## src/common/spicfg_pkg.sv

```systemverilog
// shared constants and types for the spi clock and frame configuration block
package spicfg_pkg;
  // register map (word index over the plain register port)
  localparam logic [3:0] ADDR_CON1 = 4'h0;
  localparam logic [3:0] ADDR_CON2 = 4'h1;
  localparam logic [3:0] ADDR_STAT = 4'h2;
  localparam logic [3:0] ADDR_DATA = 4'h3;
  // control register 1 fields (own layout)
  localparam int CON1_PRI_LSB = 0;
  localparam int CON1_SEC_LSB = 2;
  localparam int CON1_MASTER = 5;
  localparam int CON1_ENABLE = 6;
  localparam int CON1_SCK_DIS = 7;
  localparam int CON1_SDO_DIS = 8;
  localparam int CON1_SS_EN = 9;
  localparam int CON1_CKE = 10;
  localparam logic [15:0] CON1_MASK = 16'h07FF;
  // frame and buffer control fields
  localparam int CON2_FRAMED_MODE_ENABLE = 15;
  localparam int CON2_FSD = 14;
  localparam int CON2_FPOL = 13;
  localparam int CON2_FE = 1;
  localparam int CON2_BEN = 0;
  localparam logic [15:0] CON2_MASK = 16'hE003;
  localparam logic [15:0] REG_RESET = 16'h0000;
  // status fields
  localparam int STAT_BUSY = 0;
  localparam int STAT_TXFULL = 1;
  localparam int STAT_RXVALID = 2;
  localparam int FIFO_DEPTH = 4;
  localparam int DATA_W = 8;
  localparam logic [2:0] BITS_LAST = 3'h7;
  localparam logic [2:0] SEC_ONE = 3'h7;
  localparam logic [1:0] PRI_ONE = 2'h3;

  typedef struct packed {
    logic [1:0] primary_clock_divide;
    logic [2:0] secondary_clock_divide;
    logic master;
    logic enable;
    logic serial_clock_pin_disable;
    logic data_out_pin_disable;
    logic slave_select_enable;
    logic cke;
    logic framed_mode_enable;
    logic frame_sync_direction;
    logic frame_sync_polarity;
    logic frame_sync_edge_select;
    logic enhanced_buffer_enable;
  } spicfg_cfg_s;
endpackage : spicfg_pkg

```

## src/hdl/spicfg_clkdiv.sv

```systemverilog
// master bit clock divider from primary and secondary prescale codes
`timescale 1ns/1ps
`default_nettype none
module spicfg_clkdiv (
  // clock and reset
  input wire logic clk,
  input wire logic rstn,
  // control
  input wire logic run,
  input wire logic [1:0] primary_clock_divide,
  input wire logic [2:0] secondary_clock_divide,
  // one-cycle pulse at each half bit period
  output logic half_tick
);
  logic [8:0] cnt, next_cnt;
  logic [8:0] limit;

  // primary 1,4,16,64 times secondary 1..8
  function automatic logic [8:0] div_of(input logic [1:0] p, input logic [2:0] s);
    logic [8:0] pr;
    logic [8:0] se;
    pr = 9'h001 << (9'(spicfg_pkg::PRI_ONE - p) * 2);
    se = 9'(spicfg_pkg::SEC_ONE - s) + 9'h001;
    return 9'(pr * se);
  endfunction : div_of

  assign limit = div_of(primary_clock_divide, secondary_clock_divide) - 9'h001;
  assign half_tick = run && (cnt == limit);

  always_comb begin
    next_cnt = (!run || half_tick) ? 9'h000 : cnt + 9'h001;
  end

  always_ff @(posedge clk) begin
    if (!rstn) begin
      cnt <= 9'h000;
    end else begin
      cnt <= next_cnt;
    end
  end

  property p_div_period;
    @(posedge clk) disable iff (!rstn)
    (run && primary_clock_divide == 2'h3 && secondary_clock_divide == 3'h6 && half_tick
      && $stable(primary_clock_divide) && $stable(secondary_clock_divide))
    |=> !half_tick ##1 (half_tick || !run || $changed(secondary_clock_divide));
  endproperty
  a_div_period: assert property (p_div_period) else $error("2:1 divide wrong");
  property p_pri_div;
    @(posedge clk) disable iff (!rstn)
    (primary_clock_divide == 2'h2 && secondary_clock_divide == 3'h7) |-> limit == 9'h003;
  endproperty
  a_pri_div: assert property (p_pri_div) else $error("4:1 primary divide wrong");
  property p_sec_div;
    @(posedge clk) disable iff (!rstn)
    (primary_clock_divide == 2'h3 && secondary_clock_divide == 3'h0) |-> limit == 9'h007;
  endproperty
  a_sec_div: assert property (p_sec_div) else $error("8:1 secondary divide wrong");
  // a stopped divider restarts from zero, so the first half bit is whole
  property p_div_stop;
    @(posedge clk) disable iff (!rstn)
    !run |=> cnt == 9'h000;
  endproperty
  a_div_stop: assert property (p_div_stop) else $error("divider not cleared when stopped");
endmodule : spicfg_clkdiv
`default_nettype wire

```

## src/hdl/spicfg_fifo.sv

```systemverilog
// small synchronous fifo with valid and ready on both sides
`timescale 1ns/1ps
`default_nettype none
module spicfg_fifo #(
  parameter int WIDTH = 8,
  parameter int DEPTH = 4
) (
  // clock and reset
  input wire logic clk,
  input wire logic rstn,
  // fill side
  input wire logic in_valid,
  output logic in_ready,
  input wire logic [WIDTH-1:0] in_data,
  // drain side
  output logic out_valid,
  input wire logic out_ready,
  output logic [WIDTH-1:0] out_data
);
  localparam int AW = $clog2(DEPTH);
  logic [WIDTH-1:0] mem [DEPTH];
  logic [AW-1:0] wp, rp, next_wp, next_rp;
  logic [AW:0] cnt, next_cnt;
  logic push, pop;

  assign in_ready = (cnt != (AW+1)'(DEPTH));
  assign out_valid = (cnt != '0);
  assign out_data = mem[rp];
  assign push = in_valid && in_ready;
  assign pop = out_valid && out_ready;

  always_comb begin
    next_wp = push ? wp + 1'b1 : wp;
    next_rp = pop ? rp + 1'b1 : rp;
    next_cnt = cnt + (AW+1)'(push) - (AW+1)'(pop);
  end

  always_ff @(posedge clk) begin
    if (!rstn) begin
      wp <= '0;
      rp <= '0;
      cnt <= '0;
    end else begin
      wp <= next_wp;
      rp <= next_rp;
      cnt <= next_cnt;
    end
    if (push) begin
      mem[wp] <= in_data;
    end
  end

  property p_fifo_bound;
    @(posedge clk) disable iff (!rstn)
    cnt <= (AW+1)'(DEPTH);
  endproperty
  a_fifo_bound: assert property (p_fifo_bound) else $error("fifo count beyond depth");
  property p_fifo_push;
    @(posedge clk) disable iff (!rstn)
    push && !pop |=> cnt == $past(cnt) + 1'b1;
  endproperty
  a_fifo_push: assert property (p_fifo_push) else $error("fifo push not counted");
  property p_fifo_pop;
    @(posedge clk) disable iff (!rstn)
    pop && !push |=> cnt == $past(cnt) - 1'b1;
  endproperty
  a_fifo_pop: assert property (p_fifo_pop) else $error("fifo pop not counted");
endmodule : spicfg_fifo
`default_nettype wire

```

## src/hdl/spicfg_top.sv

```systemverilog
// spi unit: clock prescalers, framed sync pulse, enhanced buffer and register port
// How it works
// master bit clock divided by secondary code: 111 is 1:1 down to 000 as 8:1.
// primary code picks 1:1, 4:1, 16:1 or 64:1 in master operation.
// prescalers only matter as master; slave takes clock from far end.
// clock edge bit ignored in framed mode; software should write it zero.
// edge select 1: sync with first bit clock; 0: one bit clock before.
// with clock pin enabled software maps serial clock onto a remappable pin.
// with data-out enabled software maps serial data output onto a remappable pin.
// with slave select enabled software maps slave select onto a remappable pin.
// framed enable, sync direction (1 input) and polarity (1 active high) bits.
// buffer enable picks fifo or single buffer (legacy mode here keeps the four-word fifo, flagging full at one word); unimplemented bits read zero.
//
// The implementer's own choices: the address-and-strobe port and the placing of the registers.
`timescale 1ns/1ps
`default_nettype none
module spicfg_top (
  // clock and reset
  input wire logic clk,
  input wire logic rstn,
  // register port
  input wire logic [3:0] reg_addr,
  input wire logic [15:0] reg_wdata,
  input wire logic reg_wr,
  input wire logic reg_rd,
  output logic [15:0] reg_rdata,
  // serial clock pin
  input wire logic serial_clock_in,
  output logic serial_clock_out,
  output logic serial_clock_oe,
  // data pins
  input wire logic serial_data_in,
  output logic serial_data_output,
  output logic serial_data_oe,
  // slave select and frame sync pin
  input wire logic slave_select_in,
  output logic slave_select_out,
  output logic slave_select_oe
);
  typedef enum {ST_IDLE, ST_SYNC, ST_SHIFT} spicfg_state_e;

  logic [15:0] con1, next_con1, con2, next_con2;
  logic [15:0] next_rdata;
  spicfg_pkg::spicfg_cfg_s cfg;
  spicfg_state_e state, next_state;
  logic [7:0] sh, next_sh, rx, next_rx;
  logic [2:0] bitn, next_bitn;
  logic sck, next_sck, rxv, next_rxv, fs, next_fs;
  logic sck_in_q, next_sck_in_q, ss_in_q, next_ss_in_q;
  logic half_tick, is_master, fifo_out_valid, fifo_pop, fifo_in_ready, tx_write;
  logic [7:0] fifo_out_data;
  logic lead_edge, trail_edge, frame_start, busy;

  always_comb begin
    cfg.primary_clock_divide = con1[spicfg_pkg::CON1_PRI_LSB +: 2];
    cfg.secondary_clock_divide = con1[spicfg_pkg::CON1_SEC_LSB +: 3];
    cfg.master = con1[spicfg_pkg::CON1_MASTER];
    cfg.enable = con1[spicfg_pkg::CON1_ENABLE];
    cfg.serial_clock_pin_disable = con1[spicfg_pkg::CON1_SCK_DIS];
    cfg.data_out_pin_disable = con1[spicfg_pkg::CON1_SDO_DIS];
    cfg.slave_select_enable = con1[spicfg_pkg::CON1_SS_EN];
    cfg.cke = con1[spicfg_pkg::CON1_CKE];
    cfg.framed_mode_enable = con2[spicfg_pkg::CON2_FRAMED_MODE_ENABLE];
    cfg.frame_sync_direction = con2[spicfg_pkg::CON2_FSD];
    cfg.frame_sync_polarity = con2[spicfg_pkg::CON2_FPOL];
    cfg.frame_sync_edge_select = con2[spicfg_pkg::CON2_FE];
    cfg.enhanced_buffer_enable = con2[spicfg_pkg::CON2_BEN];
  end

  assign is_master = cfg.enable && cfg.master;
  assign tx_write = reg_wr && (reg_addr == spicfg_pkg::ADDR_DATA);

  // prescalers are clocked only while this end drives the clock
  spicfg_clkdiv u_div (
    .clk(clk),
    .rstn(rstn),
    .run(is_master && state != ST_IDLE),
    .primary_clock_divide(cfg.primary_clock_divide),
    .secondary_clock_divide(cfg.secondary_clock_divide),
    .half_tick(half_tick)
  );

  // legacy mode still uses the fifo at its full four-word depth; only the full flag stops at one word
  spicfg_fifo #(.WIDTH(spicfg_pkg::DATA_W), .DEPTH(spicfg_pkg::FIFO_DEPTH)) u_fifo (
    .clk(clk),
    .rstn(rstn),
    .in_valid(tx_write),
    .in_ready(fifo_in_ready),
    .in_data(reg_wdata[7:0]),
    .out_valid(fifo_out_valid),
    .out_ready(fifo_pop),
    .out_data(fifo_out_data)
  );

  // register writes and reads; reserved bits masked to zero
  always_comb begin
    next_con1 = con1;
    next_con2 = con2;
    next_rdata = 16'h0000;
    if (reg_wr && reg_addr == spicfg_pkg::ADDR_CON1) begin
      next_con1 = reg_wdata & spicfg_pkg::CON1_MASK;
    end
    if (reg_wr && reg_addr == spicfg_pkg::ADDR_CON2) begin
      next_con2 = reg_wdata & spicfg_pkg::CON2_MASK;
    end
    if (reg_rd) begin
      case (reg_addr)
        spicfg_pkg::ADDR_CON1: next_rdata = con1;
        spicfg_pkg::ADDR_CON2: next_rdata = con2;
        spicfg_pkg::ADDR_STAT: begin
          next_rdata[spicfg_pkg::STAT_BUSY] = busy;
          next_rdata[spicfg_pkg::STAT_TXFULL] = !tx_space();
          next_rdata[spicfg_pkg::STAT_RXVALID] = rxv;
        end
        spicfg_pkg::ADDR_DATA: next_rdata = {8'h00, rx};
        default: next_rdata = 16'h0000;
      endcase
    end
  end

  // single-buffer mode reports full once one word waits
  function automatic logic tx_space();
    return cfg.enhanced_buffer_enable ? fifo_in_ready : !fifo_out_valid;
  endfunction : tx_space

  always_ff @(posedge clk) begin
    if (!rstn) begin
      con1 <= spicfg_pkg::REG_RESET;
      con2 <= spicfg_pkg::REG_RESET;
      reg_rdata <= 16'h0000;
    end else begin
      con1 <= next_con1;
      con2 <= next_con2;
      reg_rdata <= next_rdata;
    end
  end

  // bit edges: own divider as master, sampled pin as slave
  assign lead_edge = is_master ? (half_tick && !sck) : (serial_clock_in && !sck_in_q);
  assign trail_edge = is_master ? (half_tick && sck) : (!serial_clock_in && sck_in_q);
  // framed slave-sync: start on incoming sync pulse, else on queued data
  assign frame_start = (cfg.framed_mode_enable && cfg.frame_sync_direction)
    ? (ss_in_q != cfg.frame_sync_polarity && slave_select_in == cfg.frame_sync_polarity)
    : fifo_out_valid;
  assign busy = (state != ST_IDLE);
  assign fifo_pop = (state == ST_IDLE) && cfg.enable && fifo_out_valid && frame_start;

  // clock edge bit ignored when framed: sampling fixed at leading edge
  always_comb begin
    next_state = state;
    next_sh = sh;
    next_rx = rx;
    next_bitn = bitn;
    // no bit clock while the sync pulse runs alone
    next_sck = (state != ST_SHIFT || !is_master) ? 1'b0 : (half_tick ? !sck : sck);
    next_rxv = rxv;
    next_fs = 1'b0;
    next_sck_in_q = serial_clock_in;
    next_ss_in_q = slave_select_in;
    if (reg_rd && reg_addr == spicfg_pkg::ADDR_DATA) begin
      next_rxv = 1'b0;
    end
    case (state)
      ST_IDLE: begin
        if (fifo_pop) begin
          next_sh = fifo_out_data;
          next_bitn = 3'h0;
          // edge select 0 spends one bit clock on sync alone
          next_state = (cfg.framed_mode_enable && !cfg.frame_sync_edge_select) ? ST_SYNC : ST_SHIFT;
          next_fs = cfg.framed_mode_enable && !cfg.frame_sync_direction;
        end
      end
      ST_SYNC: begin
        next_fs = !cfg.frame_sync_direction;
        // master counts two half ticks with the clock held low
        if (is_master ? half_tick : trail_edge) begin
          next_bitn = bitn + 3'h1;
          if (bitn != 3'h0 || !is_master) begin
            next_state = ST_SHIFT;
            next_bitn = 3'h0;
            next_fs = 1'b0;
          end
        end
      end
      ST_SHIFT: begin
        next_fs = fs && cfg.frame_sync_edge_select && (bitn == 3'h0) && !trail_edge;
        if (lead_edge) begin
          next_rx = {rx[6:0], serial_data_in};
        end
        if (trail_edge) begin
          next_sh = {sh[6:0], 1'b0};
          next_bitn = bitn + 3'h1;
          if (bitn == spicfg_pkg::BITS_LAST) begin
            next_state = ST_IDLE;
            next_rxv = 1'b1; // set wins over read clear
          end
        end
      end
      default: next_state = ST_IDLE;
    endcase
    if (!cfg.enable) begin
      next_state = ST_IDLE;
    end
  end

  always_ff @(posedge clk) begin
    if (!rstn) begin
      state <= ST_IDLE;
      sh <= 8'h00;
      rx <= 8'h00;
      bitn <= 3'h0;
      sck <= 1'b0;
      rxv <= 1'b0;
      fs <= 1'b0;
      sck_in_q <= 1'b0;
      ss_in_q <= 1'b0;
    end else begin
      state <= next_state;
      sh <= next_sh;
      rx <= next_rx;
      bitn <= next_bitn;
      sck <= next_sck;
      rxv <= next_rxv;
      fs <= next_fs;
      sck_in_q <= next_sck_in_q;
      ss_in_q <= next_ss_in_q;
    end
  end

  // pins; remap into the pin matrix is software's job
  assign serial_clock_out = sck;
  assign serial_clock_oe = is_master && !cfg.serial_clock_pin_disable;
  assign serial_data_output = sh[7];
  assign serial_data_oe = cfg.enable && !cfg.data_out_pin_disable;
  assign slave_select_out = fs ? cfg.frame_sync_polarity : !cfg.frame_sync_polarity;
  assign slave_select_oe = cfg.enable && cfg.slave_select_enable
    && cfg.framed_mode_enable && !cfg.frame_sync_direction;

  property p_slave_no_tick;
    @(posedge clk) disable iff (!rstn)
    !is_master |-> !half_tick;
  endproperty
  a_slave_no_tick: assert property (p_slave_no_tick) else $error("divider ran in slave mode");
  property p_slave_sck_oe;
    @(posedge clk) disable iff (!rstn)
    !is_master |-> !serial_clock_oe;
  endproperty
  a_slave_sck_oe: assert property (p_slave_sck_oe) else $error("clock pin driven in slave mode");
  property p_slave_sck_idle;
    @(posedge clk) disable iff (!rstn)
    !is_master |=> !sck;
  endproperty
  a_slave_sck_idle: assert property (p_slave_sck_idle) else $error("own clock ran in slave mode");
  property p_reserved_zero;
    @(posedge clk) disable iff (!rstn)
    $past(reg_rd) && $past(reg_addr) == spicfg_pkg::ADDR_CON2 |-> (reg_rdata & ~spicfg_pkg::CON2_MASK) == 16'h0000;
  endproperty
  a_reserved_zero: assert property (p_reserved_zero) else $error("reserved bits not zero");
  property p_unmapped_zero;
    @(posedge clk) disable iff (!rstn)
    $past(reg_rd) && $past(reg_addr) > spicfg_pkg::ADDR_DATA |-> reg_rdata == 16'h0000;
  endproperty
  a_unmapped_zero: assert property (p_unmapped_zero) else $error("unmapped read not zero");
  property p_sync_before;
    @(posedge clk) disable iff (!rstn)
    (state == ST_IDLE && fifo_pop && cfg.framed_mode_enable && !cfg.frame_sync_edge_select)
    |=> state == ST_SYNC && fs;
  endproperty
  a_sync_before: assert property (p_sync_before) else $error("sync pulse not ahead of first bit");
  property p_sync_no_clock;
    @(posedge clk) disable iff (!rstn)
    state == ST_SYNC |=> !sck;
  endproperty
  a_sync_no_clock: assert property (p_sync_no_clock) else $error("bit clock during lone sync");
  property p_sync_with;
    @(posedge clk) disable iff (!rstn)
    (state == ST_IDLE && fifo_pop && cfg.framed_mode_enable && cfg.frame_sync_edge_select && !cfg.frame_sync_direction)
    |=> state == ST_SHIFT && fs;
  endproperty
  a_sync_with: assert property (p_sync_with) else $error("sync pulse not with first bit");
  property p_fs_pol;
    @(posedge clk) disable iff (!rstn)
    fs |-> slave_select_out == cfg.frame_sync_polarity;
  endproperty
  a_fs_pol: assert property (p_fs_pol) else $error("sync polarity wrong");
  property p_fs_dir;
    @(posedge clk) disable iff (!rstn)
    cfg.frame_sync_direction |-> !slave_select_oe;
  endproperty
  a_fs_dir: assert property (p_fs_dir) else $error("sync pin driven as input");
  property p_fs_off;
    @(posedge clk) disable iff (!rstn)
    (state == ST_IDLE && !cfg.framed_mode_enable) |=> !fs;
  endproperty
  a_fs_off: assert property (p_fs_off) else $error("sync pulse outside framed mode");
  property p_single_buf;
    @(posedge clk) disable iff (!rstn)
    (!cfg.enhanced_buffer_enable && fifo_out_valid) |-> !tx_space();
  endproperty
  a_single_buf: assert property (p_single_buf) else $error("legacy mode accepts second word");
  property p_master_pri;
    @(posedge clk) disable iff (!rstn)
    (is_master && cfg.primary_clock_divide == 2'h0 && cfg.secondary_clock_divide == 3'h7 && half_tick
      && $stable(con1)) |=> !half_tick [*8];
  endproperty
  a_master_pri: assert property (p_master_pri) else $error("64:1 divide too fast");
endmodule : spicfg_top
`default_nettype wire

```

## config.mk

```make
export PLATFORM = sky130hd
export DESIGN_NAME = spicfg_top
export DESIGN_NICKNAME = d
export VERILOG_FILES = /design/src/common/spicfg_pkg.sv /design/src/hdl/spicfg_clkdiv.sv /design/src/hdl/spicfg_fifo.sv /design/src/hdl/spicfg_top.sv
export SDC_FILE = /design/constraint.sdc
export NUM_CORES = 1
export LEC_CHECK = 0
export BUFFER_PORTS_ARGS = -buffer_cell sky130_fd_sc_hd__buf_4
export CAP_MARGIN = 30
export CORE_MARGIN = 2
export CORE_UTILIZATION = 45
export CTS_CLUSTER_SIZE = 16
export DETAILED_ROUTE_END_ITERATION = 8
export MAX_ROUTING_LAYER = met4
export PLACE_DENSITY_LB_ADDON = 0.15
export SLEW_MARGIN = 20
export SYNTH_ARGS = -nofsm -noshare
export SYNTH_HDL_FRONTEND = slang
export SYNTH_SLANG_ARGS = --single-unit
```

## constraint.sdc

```tcl
create_clock -name clk -period 3.9 [get_ports clk]
set_input_delay 0.195 -clock clk [delete_from_list [all_inputs] [get_ports clk]]
set_output_delay 0.195 -clock clk [all_outputs]
set_load 0.02 [all_outputs]
```

==> flow_metrics.env <==
export IMPL_antenna_found_initial=0
export IMPL_outcome="complete, but fails checks"
export IMPL_endpoint_kind="flop"
export IMPL_hold_violations=0
export IMPL_dr_first_iter_drc_count=198
export IMPL_core_area_um2=11470
export IMPL_hold_buffers=0
export IMPL_route_detailed_drc=0
export IMPL_synth_area_per_cell_um2=10.48
export IMPL_ys_seq_area_share_pct=45.95
export IMPL_rsz0062_at_grt="yes"
export IMPL_place_ws_ns=-0.3428
export IMPL_ios=49
export IMPL_cts_sinks=106
export IMPL_crit_path_start_kind="flop"
export IMPL_p_per_area_nw_per_um2=323.7
export IMPL_slowest_stage="fa_1"
export IMPL_failed_checks="negative setup slack"
export IMPL_ys_seq_elements=106
export IMPL_clk_pin_slew_ns=0.07
export IMPL_stdcell_area_um2=6690
export IMPL_final_cell_mix="buf_4, nand2_1, dfxtp_1, edfxtp_1, nor2_1"
export IMPL_grt_max_degree=58
export IMPL_cts_root_buf="clkbuf_16"
export IMPL_min_period_ns=4.129
export IMPL_drive_gt1_share_pct=28.50
export IMPL_dieWidth_um=112.7
export IMPL_tightestPinTransition_ns=0.6228
export IMPL_fin_ws_ns=-0.2294
export IMPL_cts_tree="built"
export IMPL_dpl_hpwl_um=8386
export IMPL_overflow=0
export IMPL_synthFlopType="dfxtp_1"
export IMPL_relSlewSlack_pct=58.33
export IMPL_whs_ns=0.05191
export IMPL_yosys_top_cells_area="dfxtp_1, edfxtp_1, ha_1"
export IMPL_initial_core_util_pct=46.35
export IMPL_synth_top_area_share_pct=27.87
export IMPL_n_fill_cell=954
export IMPL_chipHeight_um=112.7
export IMPL_drv_cap=0
export IMPL_routed_via_density=5.177
export IMPL_area_delta_synth_final_pct=25.87
export IMPL_postRouteAntennaNets=0
export IMPL_worstPathRequired_ns=4.15
export IMPL_drv_slew=0
export IMPL_htreeDepth=3
export IMPL_grt_pass1_wl_um=19100
export IMPL_n_antenna_cell=0
export IMPL_setup_viol=33
export IMPL_drt_wirelength_per_cell_um=16.07
export IMPL_slowest_delay_ns=0.55
export IMPL_fin_nets=648
export IMPL_numCtsBuffers=9
export IMPL_clock_latency_ns=0.36
export IMPL_clk_path_buf_depth=2
export IMPL_place_gp_congestion=0.8745
export IMPL_crit_arrival_ns=4.38
export IMPL_critPathMaxFanout=8
export IMPL_clock_skew_ns=0.008405
export IMPL_total_power_mw=2.166
export IMPL_synth_edf_count=32
export IMPL_hold_class="in2reg"
export IMPL_dpl_cell_area_um2=6067
export IMPL_path_class="reg2reg"
export IMPL_synth_cell_type_count=62
export IMPL_ys_warn_count=0
export IMPL_yosys_area_top_type="dfxtp_1"
export IMPL_syn_cell_area_um2=5315
export IMPL_wl_um=11710
export IMPL_cellLeakagePower_nw=2.687
export IMPL_num_rows=39
export IMPL_ir_worst_vdd_v=0.0002951
export IMPL_vias=3774
export IMPL_crit_chain="or3_4, nor2_2, ha_2, ha_4, inv_4, ha_4, fa_1, ha_4, a21oi_4, a21boi_2, nor4_2, a311oi_2, buf_4, nor4_4, buf_4, o21ai_4, buf_12, a32oi_1, nor2b_1"
export IMPL_track_usage_pct=20.07
export IMPL_fmax_mhz=242.2
export IMPL_synthCells=507
export IMPL_finalCritPeriodShare_pct=105.9
export IMPL_firstDrtPassIters=4
export IMPL_layout_commonest_cell="buf_4"
export IMPL_port_buffers=44
export IMPL_grt_pass1_vias=3830
export IMPL_die_area_um2=12700
export IMPL_synthArstFlopShare_pct=0
export IMPL_crit_top_cell="ha_4"
[logic make-up after synthesis]
logic type      synth area share, %
buf+inv                       3.696
xor+xnor                      5.697
compound gates                7.439
flops                         45.95
mux                           8.286
other cells                 0.07055
simple gates                  18.74
fa+ha+maj                     10.12
[report_power, final]
part,total [mW],internal [mW],switching (mW)
registers,1.14,1.14,0.00348
clock network,0.914,0.503,0.411
logic,0.111,0.0532,0.0578
[Yosys cell counts (12+ instances only)]
library cell and n:
a21boi_0 12, and2_1 14, clkbuf_1 15, dfxtp_1 74, edfxtp_1 32, ha_1 35, inv_1 27, mux2i_1 26
nand2_1 72, nand3_1 13, nor2_1 37, nor2b_1 20, xnor2_1 20
[registers in the layout, indices dropped and copies added, names as in the netlist, 3 cells and up, named ones only]
| register | count |
|---|---|
| u_fifo.cnt | 3 |
| bitn | 3 |
| rx | 8 |
| con2 | 5 |
| u_fifo.mem | 32 |
| u_div.cnt | 9 |
| sh | 8 |
| reg_rdata | 14 |
| con1 | 11 |
[layer usage]
metal / part of all wire [%] / GRT usage (%)
met1: 45 / 25.42
met2: 49 / 31.54
met3: 4.9 / 5.616
met4: 1.4 / 5.935
met5: 0 / -
[per-stage QoR]
step	cells	utilization, %	setup TNS, ns
final	729	58.34	-4.970
after global routing	729	58.34	-9.818
after CTS	726	57.44	-5.175
after detailed placement	700	52.91	-7.222
after global placement	700	52.91	-4.531
after floorplan	508	-	-0.04005
[final timing paths]
check / start / to / slack, ns / cells past startpoint
worst max-delay path: con1[3] / sh[0] / -0.23 / 19
worst min-delay path: reg_wdata[7] / u_fifo.mem[0][7] / 0.05 / 1
worst max register to register: con1[3] / sh[0] / -0.23 / 19
worst min register to register: con1[10] / con1[10] / 0.47 / 2
[cell type report]
cell class                 count  area [um^2]  area share [%]
multi-input combinational    354         3005           44.92
sequential                   106         2447           36.58
timing repair buffer          82        654.4           9.781
clock buffer                  11        232.7           3.479
tap                          143        178.9           2.674
inverter                      28        107.6           1.608
clock inverter                 5        63.81          0.9538
[worst max-delay path, delay by kind of cell, from the launching register on]
| kind | cells | cell delay, ns |
|---|---|---|
| adder cells (fa/ha/maj) | 5 | 1.37 |
| AND/OR/NAND/NOR | 5 | 1.16 |
| buffers and inverters | 4 | 0.61 |
| AO/OA/AOI/OAI | 5 | 0.54 |
| flip-flops | 1 | 0.36 |
[what timing repair did]
item                                    in CTS  in global routing
resized for setup                           24                 22
endpoints found under the setup margin      33                 33
gates cloned                                 1                  0
pin swaps                                   20                 14
setup buffers                                9                  6
Power figures use the tool's default switching activity.
